`src/shared/ptc_pkg.sv`:
```
package ptc_pkg;

  // ---------------------------------------------------------------------------
  // register byte addresses
  // ---------------------------------------------------------------------------
  localparam logic [7:0] PTC_OFF_CTRL0    = 8'h00;
  localparam logic [7:0] PTC_OFF_CTRL1    = 8'h04;
  localparam logic [7:0] PTC_OFF_CMPA_LO  = 8'h08;
  localparam logic [7:0] PTC_OFF_CMPA_HI  = 8'h0c;
  localparam logic [7:0] PTC_OFF_CMPP_LO  = 8'h10;
  localparam logic [7:0] PTC_OFF_CMPP_HI  = 8'h14;
  localparam logic [7:0] PTC_OFF_CNT_LO   = 8'h18;
  localparam logic [7:0] PTC_OFF_CNT_HI   = 8'h1c;
  localparam logic [7:0] PTC_OFF_IRQ_STAT = 8'h20;
  localparam logic [7:0] PTC_OFF_IRQ_MASK = 8'h24;

  // ---------------------------------------------------------------------------
  // field positions
  // ---------------------------------------------------------------------------
  localparam int PTC_BIT_ENABLE  = 3;  // ctrl0: counter_enable
  localparam int PTC_BIT_MODE_HI = 7;  // ctrl1: mode_select_hi
  localparam int PTC_BIT_MODE_LO = 6;  // ctrl1: mode_select_lo
  localparam int PTC_BIT_ACT_HI  = 5;  // ctrl1: output_action_hi
  localparam int PTC_BIT_ACT_LO  = 4;  // ctrl1: output_action_lo
  localparam int PTC_BIT_LEVEL   = 3;  // ctrl1: output_level_control
  localparam int PTC_BIT_INVERT  = 2;  // ctrl1: output_invert
  localparam int PTC_BIT_CLRSEL  = 0;  // ctrl1: clear_select
  localparam int PTC_BIT_FLAG_A  = 0;  // status/mask: match_a_flag
  localparam int PTC_BIT_FLAG_P  = 1;  // status/mask: match_p_flag

  // ---------------------------------------------------------------------------
  // codes, widths and reset values
  // ---------------------------------------------------------------------------
  localparam int          PTC_CNT_W     = 10;
  localparam logic [1:0]  PTC_MODE_CMP  = 2'h0;
  localparam logic [1:0]  PTC_MODE_CAP  = 2'h1;
  localparam logic [1:0]  PTC_MODE_PWM  = 2'h2;
  localparam logic [1:0]  PTC_MODE_TMR  = 2'h3;
  localparam logic [1:0]  PTC_ACT_NONE  = 2'h0;
  localparam logic [1:0]  PTC_ACT_LOW   = 2'h1;
  localparam logic [1:0]  PTC_ACT_HIGH  = 2'h2;
  localparam logic [1:0]  PTC_ACT_TOG   = 2'h3;
  localparam logic [10:0] PTC_FULL_SPAN = 11'h400;  // 1024 counts
  localparam logic [9:0]  PTC_RST_CMP   = 10'h000;
  localparam logic [7:0]  PTC_RST_CTRL  = 8'h00;
  localparam logic [1:0]  PTC_RST_FLAGS = 2'h0;
  localparam int          PTC_DEF_DIV   = 1;

endpackage : ptc_pkg

```
`src/ptc_timer.sv`:
```
// The register addresses and the Wishbone register port are this design's own decisions.
`timescale 1ns/100ps
// How it works
// [RULE1] compare A is ten bits, low byte register gives bits 7-0, high register bits 1-0 give 9-8, reset zero.
// [RULE2] compare P is ten bits, split the same way across its low and high registers, reset zero.
// [RULE3] only bits 1-0 of each compare high register exist and bits 7-2 read zero.
// [RULE4] mode 00 is compare-match output, where overflow, an A match or a P match may clear the counter.
// [RULE5] with clear_select low a P match clears the counter (overflow when P is zero) and both flags rise.
// [RULE6] with clear_select high an A match clears the counter and the P flag never rises.
// [RULE7] with compare A zero the counter overflows at 3ff and the A flag does not rise.
// [RULE8] in compare-match mode only an A flag event changes the pin, P events leave it alone.
// [RULE9] an A match drives the pin high, low or toggles it, and an all-zero action leaves it.
// [RULE10] action codes: 00 no change, 01 low, 10 high, 11 toggle.
// [RULE11] a low-to-high change of counter_enable loads the pin with output_level_control.
// [RULE12] mode 11 counts and flags like mode 00 but does not drive the pin.
// [RULE13] software selects PWM with mode 10 and action 10.
// [RULE14] PWM ignores clear_select; one compare sets the period, the other the duty.
// [RULE15] in PWM a P match clears the counter, P zero gives 1024 counts, A at or above the period gives full duty.
// [RULE16] in PWM each comparator raises its own flag on a match.
// [RULE17] in PWM the level bit picks active high or low, the action forces or enables, invert flips the pin.
module ptc_timer
  import ptc_pkg::*;
#(
  parameter int TICK_DIV = PTC_DEF_DIV  // counting clock = ref clock / TICK_DIV
) (
  input  wire logic        ref_clk_i,
  input  wire logic        rst_b_i,
  input  wire logic        wb_cyc_i,
  input  wire logic        wb_stb_i,
  input  wire logic        wb_we_i,
  input  wire logic [7:0]  wb_adr_i,
  input  wire logic [3:0]  wb_sel_i,
  input  wire logic [31:0] wb_dat_i,
  output logic      [31:0] wb_dat_o,
  output logic             wb_ack_o,
  output logic             tmr_out_o,
  output logic             tmr_out_en_o,
  output logic             irq_o
);

  // ---------------------------------------------------------------------------
  // parameter check
  // ---------------------------------------------------------------------------
  if (TICK_DIV < 1 || TICK_DIV > 65536) begin : g_bad_div
    $error("TICK_DIV must lie in 1..65536");
  end

  localparam int DW = (TICK_DIV > 1) ? $clog2(TICK_DIV) : 1;
  localparam logic [DW-1:0] DIV_LAST = DW'(TICK_DIV - 1);

  // ---------------------------------------------------------------------------
  // state
  // ---------------------------------------------------------------------------
  typedef struct packed {
    logic [DW-1:0]          div;
    logic [PTC_CNT_W-1:0]   cnt;
    logic [PTC_CNT_W-1:0]   cmp_a;
    logic [PTC_CNT_W-1:0]   cmp_p;
    logic                   enable;
    logic [1:0]             mode;
    logic [1:0]             action;
    logic                   level;
    logic                   invert;
    logic                   clr_sel;
    logic [1:0]             flags;
    logic [1:0]             mask;
    logic                   out_lvl;
    logic                   pin;
    logic                   pin_en;
    logic                   irq;
    logic                   ack;
    logic [7:0]             rdat;
  } ptc_state_s;

  ptc_state_s st_ff;
  ptc_state_s nxt_st;

  logic        access;
  logic        wr;
  logic        rd;
  logic        tick;
  logic        run;
  logic        en_rise;
  logic [10:0] cnt_inc;
  logic [10:0] period;
  logic        hit_a;
  logic        hit_p;
  logic        top_a;
  logic        cmp_like;
  logic        clr;
  logic        set_a;
  logic        set_p;
  logic        duty_on;
  logic        pwm_lvl;
  logic        stat_clr;

  // ---------------------------------------------------------------------------
  // combinational helpers
  // ---------------------------------------------------------------------------
  // bus qualifiers: one access per request, taken in the cycle before ack
  assign access   = wb_cyc_i & wb_stb_i & ~st_ff.ack;
  assign wr       = access & wb_we_i & wb_sel_i[0];
  assign rd       = access & ~wb_we_i;
  assign stat_clr = rd && (wb_adr_i == PTC_OFF_IRQ_STAT);
  assign en_rise  = wr && (wb_adr_i == PTC_OFF_CTRL0) && wb_dat_i[PTC_BIT_ENABLE] && !st_ff.enable;

  // counting clock enable and comparators
  assign tick     = (st_ff.div == DIV_LAST);
  assign run      = st_ff.enable & tick;
  assign cnt_inc  = {1'b0, st_ff.cnt} + 11'h001;
  assign period   = (st_ff.cmp_p == PTC_RST_CMP) ? PTC_FULL_SPAN : {1'b0, st_ff.cmp_p};  // [RULE15]
  assign hit_p    = (cnt_inc == period);
  assign hit_a    = (st_ff.cmp_a != PTC_RST_CMP) && (cnt_inc == {1'b0, st_ff.cmp_a});  // [RULE7]
  assign top_a    = (st_ff.cmp_a == PTC_RST_CMP) ? (cnt_inc == PTC_FULL_SPAN) : hit_a;  // [RULE7]
  assign cmp_like = (st_ff.mode == PTC_MODE_CMP) || (st_ff.mode == PTC_MODE_TMR);  // [RULE4] [RULE12]
  // clear_select matters only in compare-like modes, PWM always clears on P
  assign clr      = (cmp_like && st_ff.clr_sel) ? top_a : hit_p;  // [RULE5] [RULE6] [RULE14] [RULE15]
  assign set_a    = run & hit_a;  // [RULE5] [RULE16]
  assign set_p    = run & hit_p & ~(cmp_like & st_ff.clr_sel);  // [RULE6] [RULE16]

  // pwm duty: active below compare A, or always when A reaches the period
  assign duty_on  = (st_ff.cnt < st_ff.cmp_a) || ({1'b0, st_ff.cmp_a} >= period);  // [RULE15]
  assign pwm_lvl  = duty_on ? st_ff.level : ~st_ff.level;  // [RULE17]

  // ---------------------------------------------------------------------------
  // next state
  // ---------------------------------------------------------------------------
  always_comb begin
    nxt_st = st_ff;

    // divider for the counting clock
    if (tick) begin
      nxt_st.div = '0;
    end else begin
      nxt_st.div = st_ff.div + DW'(1);
    end

    // counter: zeroed on enable rise, cleared on its match, else counts
    if (en_rise) begin
      nxt_st.cnt = '0;
    end else if (run) begin
      if (clr) begin
        nxt_st.cnt = '0;  // [RULE5] [RULE6] [RULE15]
      end else begin
        nxt_st.cnt = cnt_inc[PTC_CNT_W-1:0];
      end
    end

    // compare-match output latch
    if (en_rise) begin
      nxt_st.out_lvl = st_ff.level;  // [RULE11]
    end else if (st_ff.mode == PTC_MODE_CMP && set_a) begin  // [RULE8]
      case (st_ff.action)  // [RULE9] [RULE10]
        PTC_ACT_LOW:  nxt_st.out_lvl = 1'b0;
        PTC_ACT_HIGH: nxt_st.out_lvl = 1'b1;
        PTC_ACT_TOG:  nxt_st.out_lvl = ~st_ff.out_lvl;
        default:      nxt_st.out_lvl = st_ff.out_lvl;
      endcase
    end

    // pin driver per mode
    case (st_ff.mode)
      PTC_MODE_CMP: begin
        nxt_st.pin    = st_ff.out_lvl ^ st_ff.invert;
        nxt_st.pin_en = 1'b1;
      end
      PTC_MODE_PWM: begin
        case (st_ff.action)  // [RULE17]
          PTC_ACT_NONE: nxt_st.pin = ~st_ff.level ^ st_ff.invert;
          PTC_ACT_LOW:  nxt_st.pin = st_ff.level ^ st_ff.invert;
          PTC_ACT_HIGH: nxt_st.pin = pwm_lvl ^ st_ff.invert;
          default:      nxt_st.pin = ~st_ff.level ^ st_ff.invert;
        endcase
        nxt_st.pin_en = 1'b1;
      end
      default: begin
        nxt_st.pin    = 1'b0;  // [RULE12]
        nxt_st.pin_en = 1'b0;
      end
    endcase

    // sticky flags: a read of status clears, a new event wins
    nxt_st.flags[PTC_BIT_FLAG_A] = set_a | (st_ff.flags[PTC_BIT_FLAG_A] & ~stat_clr);
    nxt_st.flags[PTC_BIT_FLAG_P] = set_p | (st_ff.flags[PTC_BIT_FLAG_P] & ~stat_clr);
    nxt_st.irq = |(nxt_st.flags & st_ff.mask);

    // register writes
    if (wr) begin
      if (wb_adr_i == PTC_OFF_CTRL0) begin
        nxt_st.enable = wb_dat_i[PTC_BIT_ENABLE];
      end else if (wb_adr_i == PTC_OFF_CTRL1) begin
        nxt_st.mode    = wb_dat_i[PTC_BIT_MODE_HI:PTC_BIT_MODE_LO];
        nxt_st.action  = wb_dat_i[PTC_BIT_ACT_HI:PTC_BIT_ACT_LO];
        nxt_st.level   = wb_dat_i[PTC_BIT_LEVEL];
        nxt_st.invert  = wb_dat_i[PTC_BIT_INVERT];
        nxt_st.clr_sel = wb_dat_i[PTC_BIT_CLRSEL];
      end else if (wb_adr_i == PTC_OFF_CMPA_LO) begin
        nxt_st.cmp_a[7:0] = wb_dat_i[7:0];  // [RULE1]
      end else if (wb_adr_i == PTC_OFF_CMPA_HI) begin
        nxt_st.cmp_a[9:8] = wb_dat_i[1:0];  // [RULE1] [RULE3]
      end else if (wb_adr_i == PTC_OFF_CMPP_LO) begin
        nxt_st.cmp_p[7:0] = wb_dat_i[7:0];  // [RULE2]
      end else if (wb_adr_i == PTC_OFF_CMPP_HI) begin
        nxt_st.cmp_p[9:8] = wb_dat_i[1:0];  // [RULE2] [RULE3]
      end else if (wb_adr_i == PTC_OFF_IRQ_MASK) begin
        nxt_st.mask = wb_dat_i[1:0];
      end
    end

    // read data, unmapped reads return zero
    nxt_st.rdat = 8'h00;
    if (rd) begin
      if (wb_adr_i == PTC_OFF_CTRL0) begin
        nxt_st.rdat = {4'h0, st_ff.enable, 3'h0};
      end else if (wb_adr_i == PTC_OFF_CTRL1) begin
        nxt_st.rdat = {st_ff.mode, st_ff.action, st_ff.level, st_ff.invert, 1'b0, st_ff.clr_sel};
      end else if (wb_adr_i == PTC_OFF_CMPA_LO) begin
        nxt_st.rdat = st_ff.cmp_a[7:0];
      end else if (wb_adr_i == PTC_OFF_CMPA_HI) begin
        nxt_st.rdat = {6'h00, st_ff.cmp_a[9:8]};  // [RULE3]
      end else if (wb_adr_i == PTC_OFF_CMPP_LO) begin
        nxt_st.rdat = st_ff.cmp_p[7:0];
      end else if (wb_adr_i == PTC_OFF_CMPP_HI) begin
        nxt_st.rdat = {6'h00, st_ff.cmp_p[9:8]};  // [RULE3]
      end else if (wb_adr_i == PTC_OFF_CNT_LO) begin
        nxt_st.rdat = st_ff.cnt[7:0];
      end else if (wb_adr_i == PTC_OFF_CNT_HI) begin
        nxt_st.rdat = {6'h00, st_ff.cnt[9:8]};
      end else if (wb_adr_i == PTC_OFF_IRQ_STAT) begin
        nxt_st.rdat = {6'h00, st_ff.flags};
      end else if (wb_adr_i == PTC_OFF_IRQ_MASK) begin
        nxt_st.rdat = {6'h00, st_ff.mask};
      end
    end

    // single-cycle ack for every request, mapped or not
    nxt_st.ack = access;
  end

  // ---------------------------------------------------------------------------
  // state register
  // ---------------------------------------------------------------------------
  always_ff @(posedge ref_clk_i) begin
    if (!rst_b_i) begin
      st_ff         <= '0;
      st_ff.cmp_a   <= PTC_RST_CMP;
      st_ff.cmp_p   <= PTC_RST_CMP;
      st_ff.mode    <= PTC_RST_CTRL[1:0];
      st_ff.flags   <= PTC_RST_FLAGS;
      st_ff.mask    <= PTC_RST_FLAGS;
    end else begin
      st_ff <= nxt_st;
    end
  end

  // outputs
  assign wb_dat_o     = {24'h000000, st_ff.rdat};
  assign wb_ack_o     = st_ff.ack;
  assign tmr_out_o    = st_ff.pin;
  assign tmr_out_en_o = st_ff.pin_en;
  assign irq_o        = st_ff.irq;

  // ---------------------------------------------------------------------------
  // checks
  // ---------------------------------------------------------------------------
  AST_CMPA_LO_WRITE: assert property (@(posedge ref_clk_i) disable iff (!rst_b_i)  // [RULE1]
    wr && wb_adr_i == PTC_OFF_CMPA_LO |=> st_ff.cmp_a[7:0] == $past(wb_dat_i[7:0]))
    else $error("compare A low byte not stored");

  AST_CMPP_HI_WRITE: assert property (@(posedge ref_clk_i) disable iff (!rst_b_i)  // [RULE2]
    wr && wb_adr_i == PTC_OFF_CMPP_HI |=> st_ff.cmp_p[9:8] == $past(wb_dat_i[1:0]))
    else $error("compare P high bits not stored");

  AST_HI_READ_ZERO: assert property (@(posedge ref_clk_i) disable iff (!rst_b_i)  // [RULE3]
    wb_ack_o && !wb_we_i && (wb_adr_i == PTC_OFF_CMPA_HI || wb_adr_i == PTC_OFF_CMPP_HI)
    |-> wb_dat_o[7:2] == 6'h00)
    else $error("compare high register upper bits not zero");

  AST_CLEAR_ON_P: assert property (@(posedge ref_clk_i) disable iff (!rst_b_i)  // [RULE5]
    run && !en_rise && cmp_like && !st_ff.clr_sel && hit_p |=> st_ff.cnt == '0 && st_ff.flags[PTC_BIT_FLAG_P])
    else $error("P match did not clear counter and raise P flag");

  AST_CLEAR_ON_A: assert property (@(posedge ref_clk_i) disable iff (!rst_b_i)  // [RULE6]
    run && !en_rise && cmp_like && st_ff.clr_sel && hit_a |=> st_ff.cnt == '0)
    else $error("A match did not clear counter");

  AST_NO_P_FLAG: assert property (@(posedge ref_clk_i) disable iff (!rst_b_i)  // [RULE6]
    cmp_like && st_ff.clr_sel && !st_ff.flags[PTC_BIT_FLAG_P] |=> !st_ff.flags[PTC_BIT_FLAG_P])
    else $error("P flag raised with clear on A");

  // covers both overflow paths: clear on A with A zero, and clear on P with P zero
  AST_OVERFLOW: assert property (@(posedge ref_clk_i) disable iff (!rst_b_i)  // [RULE7]
    run && !en_rise && cmp_like && (st_ff.clr_sel || st_ff.cmp_p == PTC_RST_CMP)
    && st_ff.cmp_a == PTC_RST_CMP && st_ff.cnt == 10'h3ff
    |=> st_ff.cnt == '0 && (!st_ff.flags[PTC_BIT_FLAG_A] || $past(st_ff.flags[PTC_BIT_FLAG_A])))
    else $error("overflow at 3ff wrong");

  AST_PIN_HOLD: assert property (@(posedge ref_clk_i) disable iff (!rst_b_i)  // [RULE8]
    st_ff.mode == PTC_MODE_CMP && !set_a && !en_rise |=> $stable(st_ff.out_lvl))
    else $error("pin level changed without A event");

  AST_TOGGLE: assert property (@(posedge ref_clk_i) disable iff (!rst_b_i)  // [RULE10]
    st_ff.mode == PTC_MODE_CMP && set_a && !en_rise && st_ff.action == PTC_ACT_TOG
    |=> st_ff.out_lvl != $past(st_ff.out_lvl)
    ##1 ($past(st_ff.mode) != PTC_MODE_CMP || tmr_out_o == ($past(st_ff.out_lvl) ^ $past(st_ff.invert))))
    else $error("toggle action failed");

  AST_INIT_LEVEL: assert property (@(posedge ref_clk_i) disable iff (!rst_b_i)  // [RULE11]
    en_rise |=> st_ff.out_lvl == $past(st_ff.level) && st_ff.cnt == '0)
    else $error("enable rise did not load initial level");

  AST_TIMER_NO_PIN: assert property (@(posedge ref_clk_i) disable iff (!rst_b_i)  // [RULE12]
    st_ff.mode == PTC_MODE_TMR |=> !tmr_out_en_o)
    else $error("timer mode drives the pin");

  AST_FULL_DUTY: assert property (@(posedge ref_clk_i) disable iff (!rst_b_i)  // [RULE15]
    st_ff.mode == PTC_MODE_PWM && st_ff.action == PTC_ACT_HIGH && st_ff.cmp_p != PTC_RST_CMP
    && st_ff.cmp_a >= st_ff.cmp_p |=> tmr_out_o == ($past(st_ff.level) ^ $past(st_ff.invert)))
    else $error("pwm duty not full");

  AST_PWM_FLAGS: assert property (@(posedge ref_clk_i) disable iff (!rst_b_i)  // [RULE16]
    st_ff.mode == PTC_MODE_PWM && (set_a || set_p)
    |=> (st_ff.flags[PTC_BIT_FLAG_A] || !$past(set_a)) && (st_ff.flags[PTC_BIT_FLAG_P] || !$past(set_p))
    && irq_o == |(st_ff.flags & $past(st_ff.mask)))
    else $error("pwm match flags not raised");

endmodule : ptc_timer

```
`config.mk`:
```
export PLATFORM = sky130hd
export DESIGN_NAME = ptc_timer
export DESIGN_NICKNAME = d
export VERILOG_FILES = /design/src/shared/ptc_pkg.sv /design/src/ptc_timer.sv
export SDC_FILE = /design/constraint.sdc
export NUM_CORES = 1
export LEC_CHECK = 0
export BUFFER_PORTS_ARGS = -buffer_cell sky130_fd_sc_hd__buf_4
export CORE_ASPECT_RATIO = 0.7
export CORE_MARGIN = 2
export CORE_UTILIZATION = 56
export DETAILED_ROUTE_END_ITERATION = 10
export PLACE_DENSITY = 0.81
export SYNTH_ARGS = -nofsm -noshare
export SYNTH_HDL_FRONTEND = slang
export SYNTH_SLANG_ARGS = --single-unit
```
`constraint.sdc`:
```
create_clock -name ref_clk_i -period 3.66 [get_ports ref_clk_i]
set_clock_uncertainty 0.15 [all_clocks]
set_input_delay 0 -clock ref_clk_i [delete_from_list [all_inputs] [get_ports ref_clk_i]]
set_output_delay 0 -clock ref_clk_i [all_outputs]
set_load 0.05 [all_outputs]
```
## Word-level counts from Yosys, hierarchy flattened

Cells that the tools add are included.

| word-level totals | value |
|---|---|
| output and inout port bits | 36 |
| register bits after elaboration | 56 |
| logic and storage cells | 128 |

| cells by class | value |
|---|---|
| add/subtract/negate cells | 2 |
| muxes and demuxes | 20 |
| bitwise gates (word level) | 34 |
| eq/ne operators | 17 |
| reduce and logical (&&, ||, !) cells | 31 |
| order comparisons | 2 |

Operators with widths:

| kind | count |
|---|---|
| $mux W8 | 6 |
| $eq A8 B5 Y1 const B | 4 |
| $logic_not A10 Y1 | 2 |
| $eq A8 B4 Y1 const B | 2 |
| $eq A8 B6 Y1 const B | 2 |
| $not A1 Y1 | 15 |
| $and A1 B1 Y1 | 12 |
| $add A10 B1 Y11 const B | 1 |
| $eq A11 B10 Y1 | 1 |
| $eq A11 B11 Y1 | 1 |
| $eq A11 B11 Y1 const B | 1 |
| $ge A10 B11 Y1 | 1 |
| $mux W11 | 1 |
| $lt A10 B10 Y1 | 1 |
| $mux W10 | 1 |
| $reduce_bool A10 Y1 | 1 |
| $eq A2 B2 Y1 const B | 4 |
| $eq A8 B3 Y1 const B | 1 |
| $logic_not A8 Y1 | 1 |
| $reduce_and A2 Y1 | 4 |
| $reduce_and A8 Y1 | 1 |
| $logic_and A1 B1 Y1 | 7 |
| $reduce_and A7 Y1 | 1 |
| $mux W2 | 3 |
| other kinds (22) | 32 |

## Logic depth before layout (Yosys ltp)

Gate-level depths: netlist (run 1).

| depth | value |
|---|---|
| depth after elaboration | 11 |
| depth in mapped cells | 11 |

## Worst setup path before layout (run 1)

Ideal clock, no wire load.

| path | value |
|---|---|
| path type | flip-flop to flip-flop |
| start | register st_ff[46] (netlist name) |
| end | register st_ff[46] (netlist name) |
| buffers on the path | 2 |
| data arrival time | 2.351 ns |
| clock period less this slack | 2.618 ns |
| cell stages (with the launch flop) | 11 |
| setup slack | 1.042 ns |
| cell sequence | dfxtp_1 > ha_1 > buf_4 > and3_1 > buf_2 > a31oi_1 > a211o_1 > a2111o_1 > nor3_2 > nor4b_4 > a32o_1 |

| between the ends | value |
|---|---|
| cells in the longest elaborated chain, start to end | 6 |
| elaborated cells on any way between the ends | 8 |
| those cells by class | add/sub (1); eq/ne (3); mux (3); reduce/logical (1) |

RTL lines:

| element | RTL line | RTL |
|---|---|---|
| start, declared | ptc_timer.sv:75 | `ptc_state_s st_ff;` |
| start signal, assigned | ptc_timer.sv:252 | `st_ff <= nxt_st;` |
| $add A10 B1 Y11 * | ptc_timer.sv:110 | `assign cnt_inc = {1'b0, st_ff.cnt} + 11'h001;` |
| $eq A11 B10 Y1 | ptc_timer.sv:113 | `assign hit_a = (st_ff.cmp_a != PTC_RST_CMP) && (cnt_inc == {1'b0, st_ff.cmp_a});` |
| $logic_and A1 B1 Y1 | ptc_timer.sv:113 |  |
| $mux W1 | ptc_timer.sv:114 | `assign top_a = (st_ff.cmp_a == PTC_RST_CMP) ? (cnt_inc == PTC_FULL_SPAN) : hit_a;` |
| $mux W1 | ptc_timer.sv:117 | `assign clr = (cmp_like && st_ff.clr_sel) ? top_a : hit_p;` |
| $mux W10 * | ptc_timer.sv:142 | `if (clr) begin` |

Mark *: on every way between the ends. The rest lies on a longest branch, timed or not.
A chain may end at the register's enable or synchronous reset.

## Worst setup path in the final report (run 1)

| path | value |
|---|---|
| start | input wb_stb_i |
| end | register st_ff[32] (netlist name) |

| between the ends | value |
|---|---|
| cells in the longest elaborated chain, start to end | 5 |

RTL lines:

| element | RTL line | RTL |
|---|---|---|
| start, declared | ptc_timer.sv:29 | `input wire logic wb_stb_i,` |
| $and A1 B1 Y1 (2 in a row) | ptc_timer.sv:101 | `assign access = wb_cyc_i & wb_stb_i & ~st_ff.ack;` |
| $and A1 B1 Y1 (2 in a row) | ptc_timer.sv:102 | `assign wr = access & wb_we_i & wb_sel_i[0];` |
| $reduce_and A6 Y1 (no source line) | n/a |  |

No other way between the ends.

==> results of run 1 <==
[worst min-delay path, delay by kind of cell]
kind                   cells  cell delay (ps)
AOI/OAI and AO/OA          1              270
buffers and inverters      1               90
and+or+nand+nor            1               60
[state kept, by name (all words and copies together), names as in the netlist]
register      cells
tmr_out_en_o      1
wb_ack_o          1
st_ff            44
irq_o             1
wb_dat_o          8
tmr_out_o         1
[report_power, final]
part           switching [mW]  leakage [nW]  internal (mW)
Clock                   0.207        0.0552          0.204
Combinational          0.0922          1.35         0.0415
Sequential           0.000767         0.452          0.611
Total                   0.300          1.86          0.856
[synthesized netlist by cell type (3+ instances only)]
cell | instances | share of area
o22ai_1 | 5 | 0.0077
xor2_1 | 7 | 0.015
dfxtp_1 | 56 | 0.28
mux2i_1 | 26 | 0.064
a311oi_1 | 4 | 0.0086
nor2b_1 | 33 | 0.051
nor3_1 | 6 | 0.0074
nand2b_1 | 6 | 0.0092
nor4_1 | 8 | 0.012
xnor2_1 | 12 | 0.026
nor3_2 | 3 | 0.0074
a22oi_1 | 16 | 0.030
and3_1 | 6 | 0.0092
a21boi_0 | 5 | 0.0092
nor2_1 | 22 | 0.020
clkbuf_1 | 7 | 0.0065
nand3_1 | 24 | 0.030
a31oi_1 | 5 | 0.0077
buf_4 | 35 | 0.065
nand2_1 | 33 | 0.030
o311ai_2 | 4 | 0.016
buf_2 | 7 | 0.0086
o21ai_0 | 12 | 0.015
o21a_1 | 3 | 0.0055
nand4_1 | 7 | 0.011
inv_1 | 31 | 0.029
ha_1 | 26 | 0.080
a21oi_1 | 25 | 0.031
[worst paths after layout]
kind	from	endpoint	slack, ps	depth (start not counted)
max	wb_stb_i	st_ff[32]	150	11
min	wb_adr_i[1]	wb_dat_o[3]	20	3
min reg2reg	st_ff[13]	st_ff[13]	370	2
max reg2reg	st_ff[47]	st_ff[12]	420	7
[final cells by class]
type                            count  area (um^2)  share of cell area
Clock buffer                        6         72.6              0.0159
Tap cell                           94          118              0.0258
Inverter                           31          116              0.0255
Timing Repair Buffer               61          513               0.113
Sequential cell                    56         1120               0.246
Clock inverter                      2         35.0             0.00769
Multi-Input combinational cell    369         2580               0.566
[per-layer routing]
| metal | global-route usage | up-vias |
|---|---|---|
| met3 | 0.0918 | 32 |
| met1 | 0.403 | 1765 |
| li1 | - | 1760 |
| met4 | 0.0731 | 0 |
| met2 | 0.467 | 261 |
| met5 | 0 | - |
[cell families after synthesis]
| family | share of synthesized area |
|---|---|
| AO/OA/AOI/OAI | 0.179 |
| XOR/XNOR | 0.0520 |
| adder cells (fa/ha/maj) | 0.0801 |
| buffers and inverters | 0.111 |
| flip-flops | 0.276 |
| multiplexers | 0.0668 |
| other | 0.000923 |
| AND/OR/NAND/NOR | 0.234 |
[stage by stage]
step                power [mW]   util  hold WS [ps]  setup WS (ps)
CTS                       1.16  0.661          3.62            307
global placement         0.737  0.614           129            636
global route              1.20  0.662          7.27            111
detailed placement       0.739  0.614           136            577
finish                    1.16  0.662          18.1            147
floorplan                0.727      -         -18.6           1040
==> reports/results.ini, run 1 <==
[floorplan]
initial_utilization=0.590
die_h_um=75.3
die_w_um=106
num_rows=25
dieArea_mm2=0.00796
io_pins=85
core_mm2=0.00688

[routing]
wl_met1_um=4860
final_antenna_net_count=0
top_layer=met4
num_vias=3818
wl_met2_um=4930
dr.pass1.iters=5
vias_per_cell=6.17
wl_met3_um=1520
drt_wl_total_um=11500
drt_iter0_drc=382
drc=0
wl_per_cell_um=18.6

[logic_synthesis]
synth_cell_types=65
ys_ff_latch=56
synth_area_mm2=0.00406
synth-edff-count=0
synth_flop_cell=dfxtp_1
syn_area_per_cell_um2=8.43
seq_area_frac_synth=0.276
synthCells=482
synth_warnings=0
synth-async-reset-ratio=0

[cells_and_area]
finalInstanceArea_mm2=0.00456
area_delta_synth_final_pct=12.1
final_cell_mix=dfxtp_1 (56), buf_4 (39), nand2_1 (33), nor2b_1 (33), inv_1 (31)
fill_cells=579
final_common_cell=dfxtp_1
nets=599
instances_no_fill=619
diodes=0
drive_above_1_share=0.118

[clock_tree]
cts_setup_buffers=0
htree_levels=2
cts_buffers=5
ctsResizeCount=0
insertion_delay_ps=310
cts_tree=built
postCtsHoldBufs=21
cts.path.max_buffers=2
cts_root_buf=clkbuf_8
cts_num_sinks=56
clk_pin_slew_ps=100

[critical_path]
critPathRequiredTime_ps=3720
cpPeakStageDelay_ps=550
cp_max_fo=9
crit_type=input port to flip-flop
cpMostUsedCell=dlygate4sd3_1
startpoint_type=input port
crit_path_end_kind=flip-flop
crit_chain=dlygate4sd3_1, buf_4, nand2_1, dlygate4sd3_1, nor2_1, nand3_1, a21oi_1, nand2_1, mux2i_1, nor2b_1, dlygate4sd3_1
critPathArrivalTime_ps=3570
critPathTopFamily=buffers and inverters
crit_buf_inv=4
slowest_stage=dlygate4sd3_1

[placed_design]
routabilityCongestion=0.949
place_area_mm2=0.00423
dpl.cell_count=589
io_buffers=33
hpwl_um=8470

[power_and_ir_drop]
vdd_drop_max_mv=0.231
leakage_nw=1.86
power_density_mw_per_mm2=254

[timing]
period_needed_ps=3510
slew_headroom=0.404
maxSlewViolCount=0
post-route-period-util=0.960
fmax_mhz=285
final.setup.tns_ps=0
rsz0062_at_grt=false
tightest_slew_ps=889
setup_violations=0
finalHoldViolCount=0

[run_status]
status=finished clean

[flow_run]
max_cap_viol_count=0

[grt]
grt_overflow=0
antenna_found_initial=0
grt_use_total=0.297
grt_max_degree=37
grt_pass1_vias=3448
grt_pass1_wl_um=18000

[hold_path]
hold_path.class=input port to flip-flop

Note: power is estimated with default switching activity, not from simulation.
==> run 2, diff against run 1 <==
--- a/config.mk
+++ b/config.mk
@@ -7,7 +7,6 @@
 export LEC_CHECK = 0
 export BUFFER_PORTS_ARGS = -buffer_cell sky130_fd_sc_hd__buf_4
 export CORE_ASPECT_RATIO = 0.7
-export CORE_MARGIN = 2
 export CORE_UTILIZATION = 56
 export DETAILED_ROUTE_END_ITERATION = 10
 export PLACE_DENSITY = 0.81
==> run 2 against run 1 <==
Effect of this change: count of clock-buffer cells in the layout did not move; flip-flop and latch count did not move; largest power group unchanged; utilization rose by 0.31 points; critical path depth did not move.
==> reports/results.ini, run 2 (synthesis gave the netlist of run 1 again) <==
[clock_tree]
cts_setup_buffers=0  ; unchanged
postCtsHoldBufs=23  ; was 21
clk_pin_slew_ps=110  ; was 100 ps
cts_buffers=5  ; unchanged
cts.path.max_buffers=2  ; unchanged
htree_levels=2  ; unchanged
insertion_delay_ps=320  ; was 310 ps
cts_tree=built  ; unchanged
ctsResizeCount=0  ; unchanged
cts_num_sinks=56  ; unchanged
cts_root_buf=clkbuf_8  ; unchanged

[cells_and_area]
final_cell_mix=dfxtp_1 (56), buf_4 (40), nand2_1 (33), nor2b_1 (33), inv_1 (31)  ; was dfxtp_1 (56), buf_4 (39), nand2_1 (33), nor2b_1 (33), inv_1 (31)
diodes=0  ; unchanged
finalInstanceArea_mm2=0.00458  ; was 0.00456 mm^2
seq_area_mm2=0.00112  ; unchanged
fill_cells=572  ; was 579
area_delta_synth_final_pct=12.7  ; was 12.1%
multi_input_area_mm2=0.00258  ; unchanged
largest_register_ffs=44  ; unchanged
final_common_cell=dfxtp_1  ; unchanged
drive_above_1_share=0.120  ; was 0.118
max_flop_register=st_ff  ; unchanged
nets=601  ; was 599

[grt]
grt_overflow=0  ; unchanged
antenna_found_initial=1  ; was 0
grt_use_total=0.314  ; was 0.297
grt_pass1_vias=3578  ; was 3448
grt_max_degree=37  ; unchanged
grt_pass1_wl_um=18500  ; was 18000 um

[floorplan]
dieArea_mm2=0.00760  ; was 0.00796 mm^2
io_pins=85  ; unchanged
die_w_um=104  ; was 106 um
core_mm2=0.00688  ; unchanged
die_h_um=73.3  ; was 75.3 um
initial_utilization=0.590  ; unchanged
num_rows=25  ; unchanged

[timing]
period_needed_ps=3460  ; was 3510 ps
slew_headroom=0.385  ; was 0.404
tightest_slew_ps=918  ; was 889 ps
post-route-period-util=0.945  ; was 0.960
maxSlewViolCount=0  ; unchanged
rsz0062_at_grt=false  ; unchanged
fmax_mhz=289  ; was 285 MHz
finalHoldViolCount=0  ; unchanged
setup_violations=0  ; unchanged
final.setup.tns_ps=0  ; unchanged

[placed_design]
place_area_mm2=0.00424  ; was 0.00423 mm^2
hpwl_um=8330  ; was 8470 um
routabilityCongestion=0.962  ; was 0.949
io_buffers=33  ; unchanged

[power_and_ir_drop]
internal_power_mw=0.860  ; was 0.856 mW
comb_power_share=0.115  ; was 0.116
power_frac_seq=0.523  ; was 0.529
power_switching_mw=0.310  ; was 0.300 mW
clkPwrFrac=0.362  ; was 0.356
power_mw=1.17  ; was 1.16 mW
vdd_drop_max_mv=0.178  ; was 0.231 mV
leakage_nw=1.87  ; was 1.86 nW
switching_share=0.265  ; was 0.260
power_density_mw_per_mm2=256  ; was 254 mW/mm^2

[routing]
vias_per_cell=6.22  ; was 6.17
final_antenna_net_count=0  ; unchanged
drc=0  ; unchanged
wl_per_cell_um=18.4  ; was 18.6 um
drt_wl_total_um=11400  ; was 11500 um
top_layer=met4  ; unchanged
num_vias=3860  ; was 3818
wl_met2_um=4810  ; was 4930 um
dr.pass1.iters=6  ; was 5
wl_met3_um=1550  ; was 1520 um
drt_iter0_drc=535  ; was 382
wl_met1_um=4780  ; was 4860 um

[hold_path]
hold_path.class=input port to flip-flop  ; unchanged
holdPathStages=5  ; was 3

[critical_path]
critPathArrivalTime_ps=3520  ; was 3570 ps
critPathRequiredTime_ps=3720  ; about the same
cp_max_fo=9  ; unchanged
ff2ff_path_depth=8  ; was 7
startpoint_type=input port  ; unchanged
crit_type=input port to flip-flop  ; unchanged
crit_path_end_kind=flip-flop  ; unchanged

[run_status]
status=finished clean  ; unchanged

[flow_run]
max_cap_viol_count=0  ; unchanged

run 2: cell types whose count changed in the layout (fill, tap and decap cells not counted):
cell and change:
buf_4 +1, clkinv_2 -1, dlygate4sd3_1 +1, inv_6 +1
run 2: critical path: stages:
cell	delay (ps)
dlygate4sd3_1	530
buf_4	100
nand2_1	30
dlygate4sd3_1	540
nor2_1	150
nand3_1	360
a21oi_1	480
nand2_1	430
mux2i_1	260
nor2b_1	60
dlygate4sd3_1	550
run 2: final timing paths:
kind,endpoint,slack [ps],startpoint
setup / recovery,st_ff[29],200,wb_stb_i
hold / removal,st_ff[24],240,wb_sel_i[0]
setup reg to reg,st_ff[50],400,st_ff[47]
hold reg to reg,st_ff[14],370,st_ff[14]
run 2: stage by stage:
| stage | hold slack (ps) | worst slack [ps] | util | std cells |
|---|---|---|---|---|
| 2_1_floorplan | -18.6 | 1040 | - | 506 |
| 3_3_place_gp | 127 | 653 | 0.615 | 590 |
| 3_5_place_dp | 137 | 527 | 0.615 | 590 |
| 4_1_cts | 213 | 337 | 0.665 | 621 |
| 5_1_grt | 279 | 70.9 | 0.665 | 621 |
| 6_report | 238 | 203 | 0.665 | 621 |
run 2: layout make-up:
class,instances,area share
Multi-Input combinational cell,369,0.564
Tap cell,94,0.0257
Clock buffer,6,0.0159
Sequential cell,56,0.245
Timing Repair Buffer,63,0.116
Clock inverter,2,0.00847
Inverter,31,0.0254
run 2: metal layers:
metal / vias up / global-route usage
met2: 286 / 0.490
li1: 1763 / -
met1: 1775 / 0.424
met5: - / 0
met4: 0 / 0.0921
met3: 36 / 0.0941
run 2: power groups by stage:
stage                     sequential, mW  combinational (mW)  clock (mW)
after detailed placement           0.625               0.114           0
after floorplan                    0.629              0.0978           0
final                              0.612               0.135       0.424
after global placement             0.625               0.112           0
after global routing               0.612               0.141       0.453
after CTS                          0.611               0.131       0.425
==> run 3, diff against run 2 <==
==> constraint.sdc (replaced) <==
create_clock -name ref_clk_i -period 3.66 [get_ports ref_clk_i]
set_clock_uncertainty 0.15 [all_clocks]
set_input_delay 0.183 -clock ref_clk_i [delete_from_list [all_inputs] [get_ports ref_clk_i]]
set_output_delay 0.183 -clock ref_clk_i [all_outputs]
set_load 0.05 [all_outputs]
==> run 3 against run 2 <==
Effect of this change: non-clock buffer count is 19 lower; critical path depth down 3; design area decreased by 3.5%; final cell count is 3.1% lower; sequential share of layout area grew 0.90 points; power rose by 5.1%; highest routed layer unchanged; sequential power is essentially flat; clock power is 17% higher; fmax increased by 5.3%; combinational power fell by 11%.
==> reports/results.ini, run 3 (synthesis gave the netlist of run 1 again) <==
[timing]
rsz0062_at_grt=false  ; unchanged
maxSlewViolCount=0  ; unchanged
period_needed_ps=3280  ; was 3460 ps
post-route-period-util=0.897  ; was 0.945
setup_violations=0  ; unchanged
finalHoldViolCount=0  ; unchanged
final.setup.tns_ps=0  ; unchanged
fmax_mhz=305  ; was 289 MHz
tightest_slew_ps=917  ; was 918 ps
slew_headroom=0.386  ; was 0.385

[grt]
antenna_found_initial=0  ; was 1
grt_pass1_vias=3301  ; was 3578
grt_use_total=0.307  ; was 0.314
grt_pass1_wl_um=17700  ; was 18500 um
grt_overflow=0  ; unchanged
grt_max_degree=37  ; unchanged

[clock_tree]
insertion_delay_ps=330  ; was 320 ps
cts_buffers=5  ; unchanged
cts_root_buf=clkbuf_8  ; unchanged
htree_levels=2  ; unchanged
cts.path.max_buffers=2  ; unchanged
clk_pin_slew_ps=110  ; about the same
cts_num_sinks=56  ; unchanged
ctsResizeCount=0  ; unchanged
cts_tree=built  ; unchanged

[cells_and_area]
final_cell_mix=dfxtp_1 (56), buf_4 (39), nand2_1 (33), nor2b_1 (33), inv_1 (31)  ; was dfxtp_1 (56), buf_4 (40), nand2_1 (33), nor2b_1 (33), inv_1 (31)
diodes=0  ; unchanged
drive_above_1_share=0.124  ; was 0.120
max_flop_register=st_ff  ; unchanged
finalInstanceArea_mm2=0.00442  ; was 0.00458 mm^2
fill_cells=607  ; was 572
instances_no_fill=602  ; was 621
final_common_cell=dfxtp_1  ; unchanged
area_delta_synth_final_pct=8.68  ; was 12.7%
largest_register_ffs=44  ; unchanged
nets=582  ; was 601

[critical_path]
crit_path_end_kind=flip-flop  ; unchanged
crit_type=flip-flop to flip-flop  ; was input port to flip-flop
cp_max_fo=13  ; was 9
reg2reg_slack_ps=380  ; was 400 ps
reg2reg_to=st_ff[49]  ; was st_ff[50]
crit-reg2reg-launch=st_ff[47]  ; unchanged
critPathRequiredTime_ps=3750  ; was 3720 ps
ff2ff_path_depth=8  ; unchanged
startpoint_type=flip-flop  ; was input port
critPathArrivalTime_ps=3370  ; was 3520 ps

[hold_path]
hp-start=wb_dat_i[3]  ; was wb_sel_i[0]
holdPathEnd=st_ff[24]  ; unchanged
hold_path.class=input port to flip-flop  ; unchanged
holdPathStages=3  ; was 5

[floorplan]
die_w_um=104  ; unchanged
core_mm2=0.00688  ; unchanged
dieArea_mm2=0.00760  ; unchanged
num_rows=25  ; unchanged
die_h_um=73.3  ; unchanged
initial_utilization=0.590  ; unchanged
io_pins=85  ; unchanged

[placed_design]
place_area_mm2=0.00423  ; was 0.00424 mm^2
dpl.cell_count=589  ; was 590
io_buffers=33  ; unchanged
routabilityCongestion=1.01  ; was 0.962
hpwl_um=8410  ; was 8330 um

[routing]
drt_wl_total_um=11200  ; was 11400 um
dr.pass1.iters=6  ; unchanged
drc=0  ; unchanged
final_antenna_net_count=0  ; unchanged
drt_iter0_drc=512  ; was 535
vias_per_cell=6.17  ; was 6.22
num_vias=3716  ; was 3860
wl_per_cell_um=18.7  ; was 18.4 um

[run_status]
status=finished clean  ; unchanged

[flow_run]
max_cap_viol_count=0  ; unchanged

[power_and_ir_drop]
leakage_nw=1.80  ; was 1.87 nW
power_density_mw_per_mm2=278  ; was 256 mW/mm^2
vdd_drop_max_mv=0.172  ; was 0.178 mV

run 3: cell count changes in the layout (fill, tap and decap cells not counted), sizes merged:
cell,change
bufinv,+1
clkbuf,-1
dlygate4sd3,-18
buf,-1
run 3: cell type report:
type / count / area, um^2 / share of cell area
Sequential cell: 56 / 1120 / 0.254
Inverter: 31 / 116 / 0.0264
Multi-Input combinational cell: 369 / 2580 / 0.584
Clock buffer: 5 / 68.8 / 0.0156
Clock inverter: 3 / 68.8 / 0.0156
Tap cell: 94 / 118 / 0.0266
Timing Repair Buffer: 44 / 343 / 0.0776
run 3: worst max-delay path by stage:
stage              start        end  slack (ps)
6_report       st_ff[47]  st_ff[49]         380
5_1_grt        st_ff[47]  st_ff[49]         230
4_1_cts        st_ff[47]  st_ff[49]         480
3_5_place_dp   st_ff[47]  st_ff[49]         500
3_3_place_gp   st_ff[47]  st_ff[48]         630
2_1_floorplan  st_ff[46]  st_ff[46]        1040
run 3: worst max-delay path, stage by stage (launching register included):
cell,delay [ps]
dfxtp_1,680
and4_1,520
and2_4,240
xnor2_1,90
o2111ai_2,270
nor3_2,150
nor4b_4,640
nand2_4,190
o311ai_2,250
run 3: layer usage:
| metal | vias to the layer above | part of all wire | global-route usage |
|---|---|---|---|
| li1 | 1724 | - | - |
| met1 | 1723 | 0.43 | 0.432 |
| met2 | 230 | 0.42 | 0.466 |
| met3 | 39 | 0.13 | 0.0799 |
| met4 | 0 | 0.028 | 0.0905 |
| met5 | - | 0 | 0 |
run 3: power by group:
part	leakage [nW]	internal [mW]	switching [mW]	total (mW)
clock network	0.0687	0.276	0.222	0.498
logic	1.27	0.0310	0.0888	0.120
registers	0.452	0.611	0.000847	0.612
total	1.80	0.917	0.312	1.23
run 3: per-stage QoR:
step                utilization  setup slack [ps]  hold slack (ps)  total power, mW
global placement          0.614               633              312            0.738
CTS                       0.642               476             3.54             1.23
finish                    0.642               376             4.71             1.23
global route              0.642               227             14.3             1.27
floorplan                     -              1040              164            0.727
detailed placement        0.614               497              322            0.739
run 3: what timing repair did:
| action | CTS | global route |
|---|---|---|
| setup buffers | 0 | 0 |
| hold buffers | 5 | 0 |
| endpoints found under the hold margin | 12 | 0 |
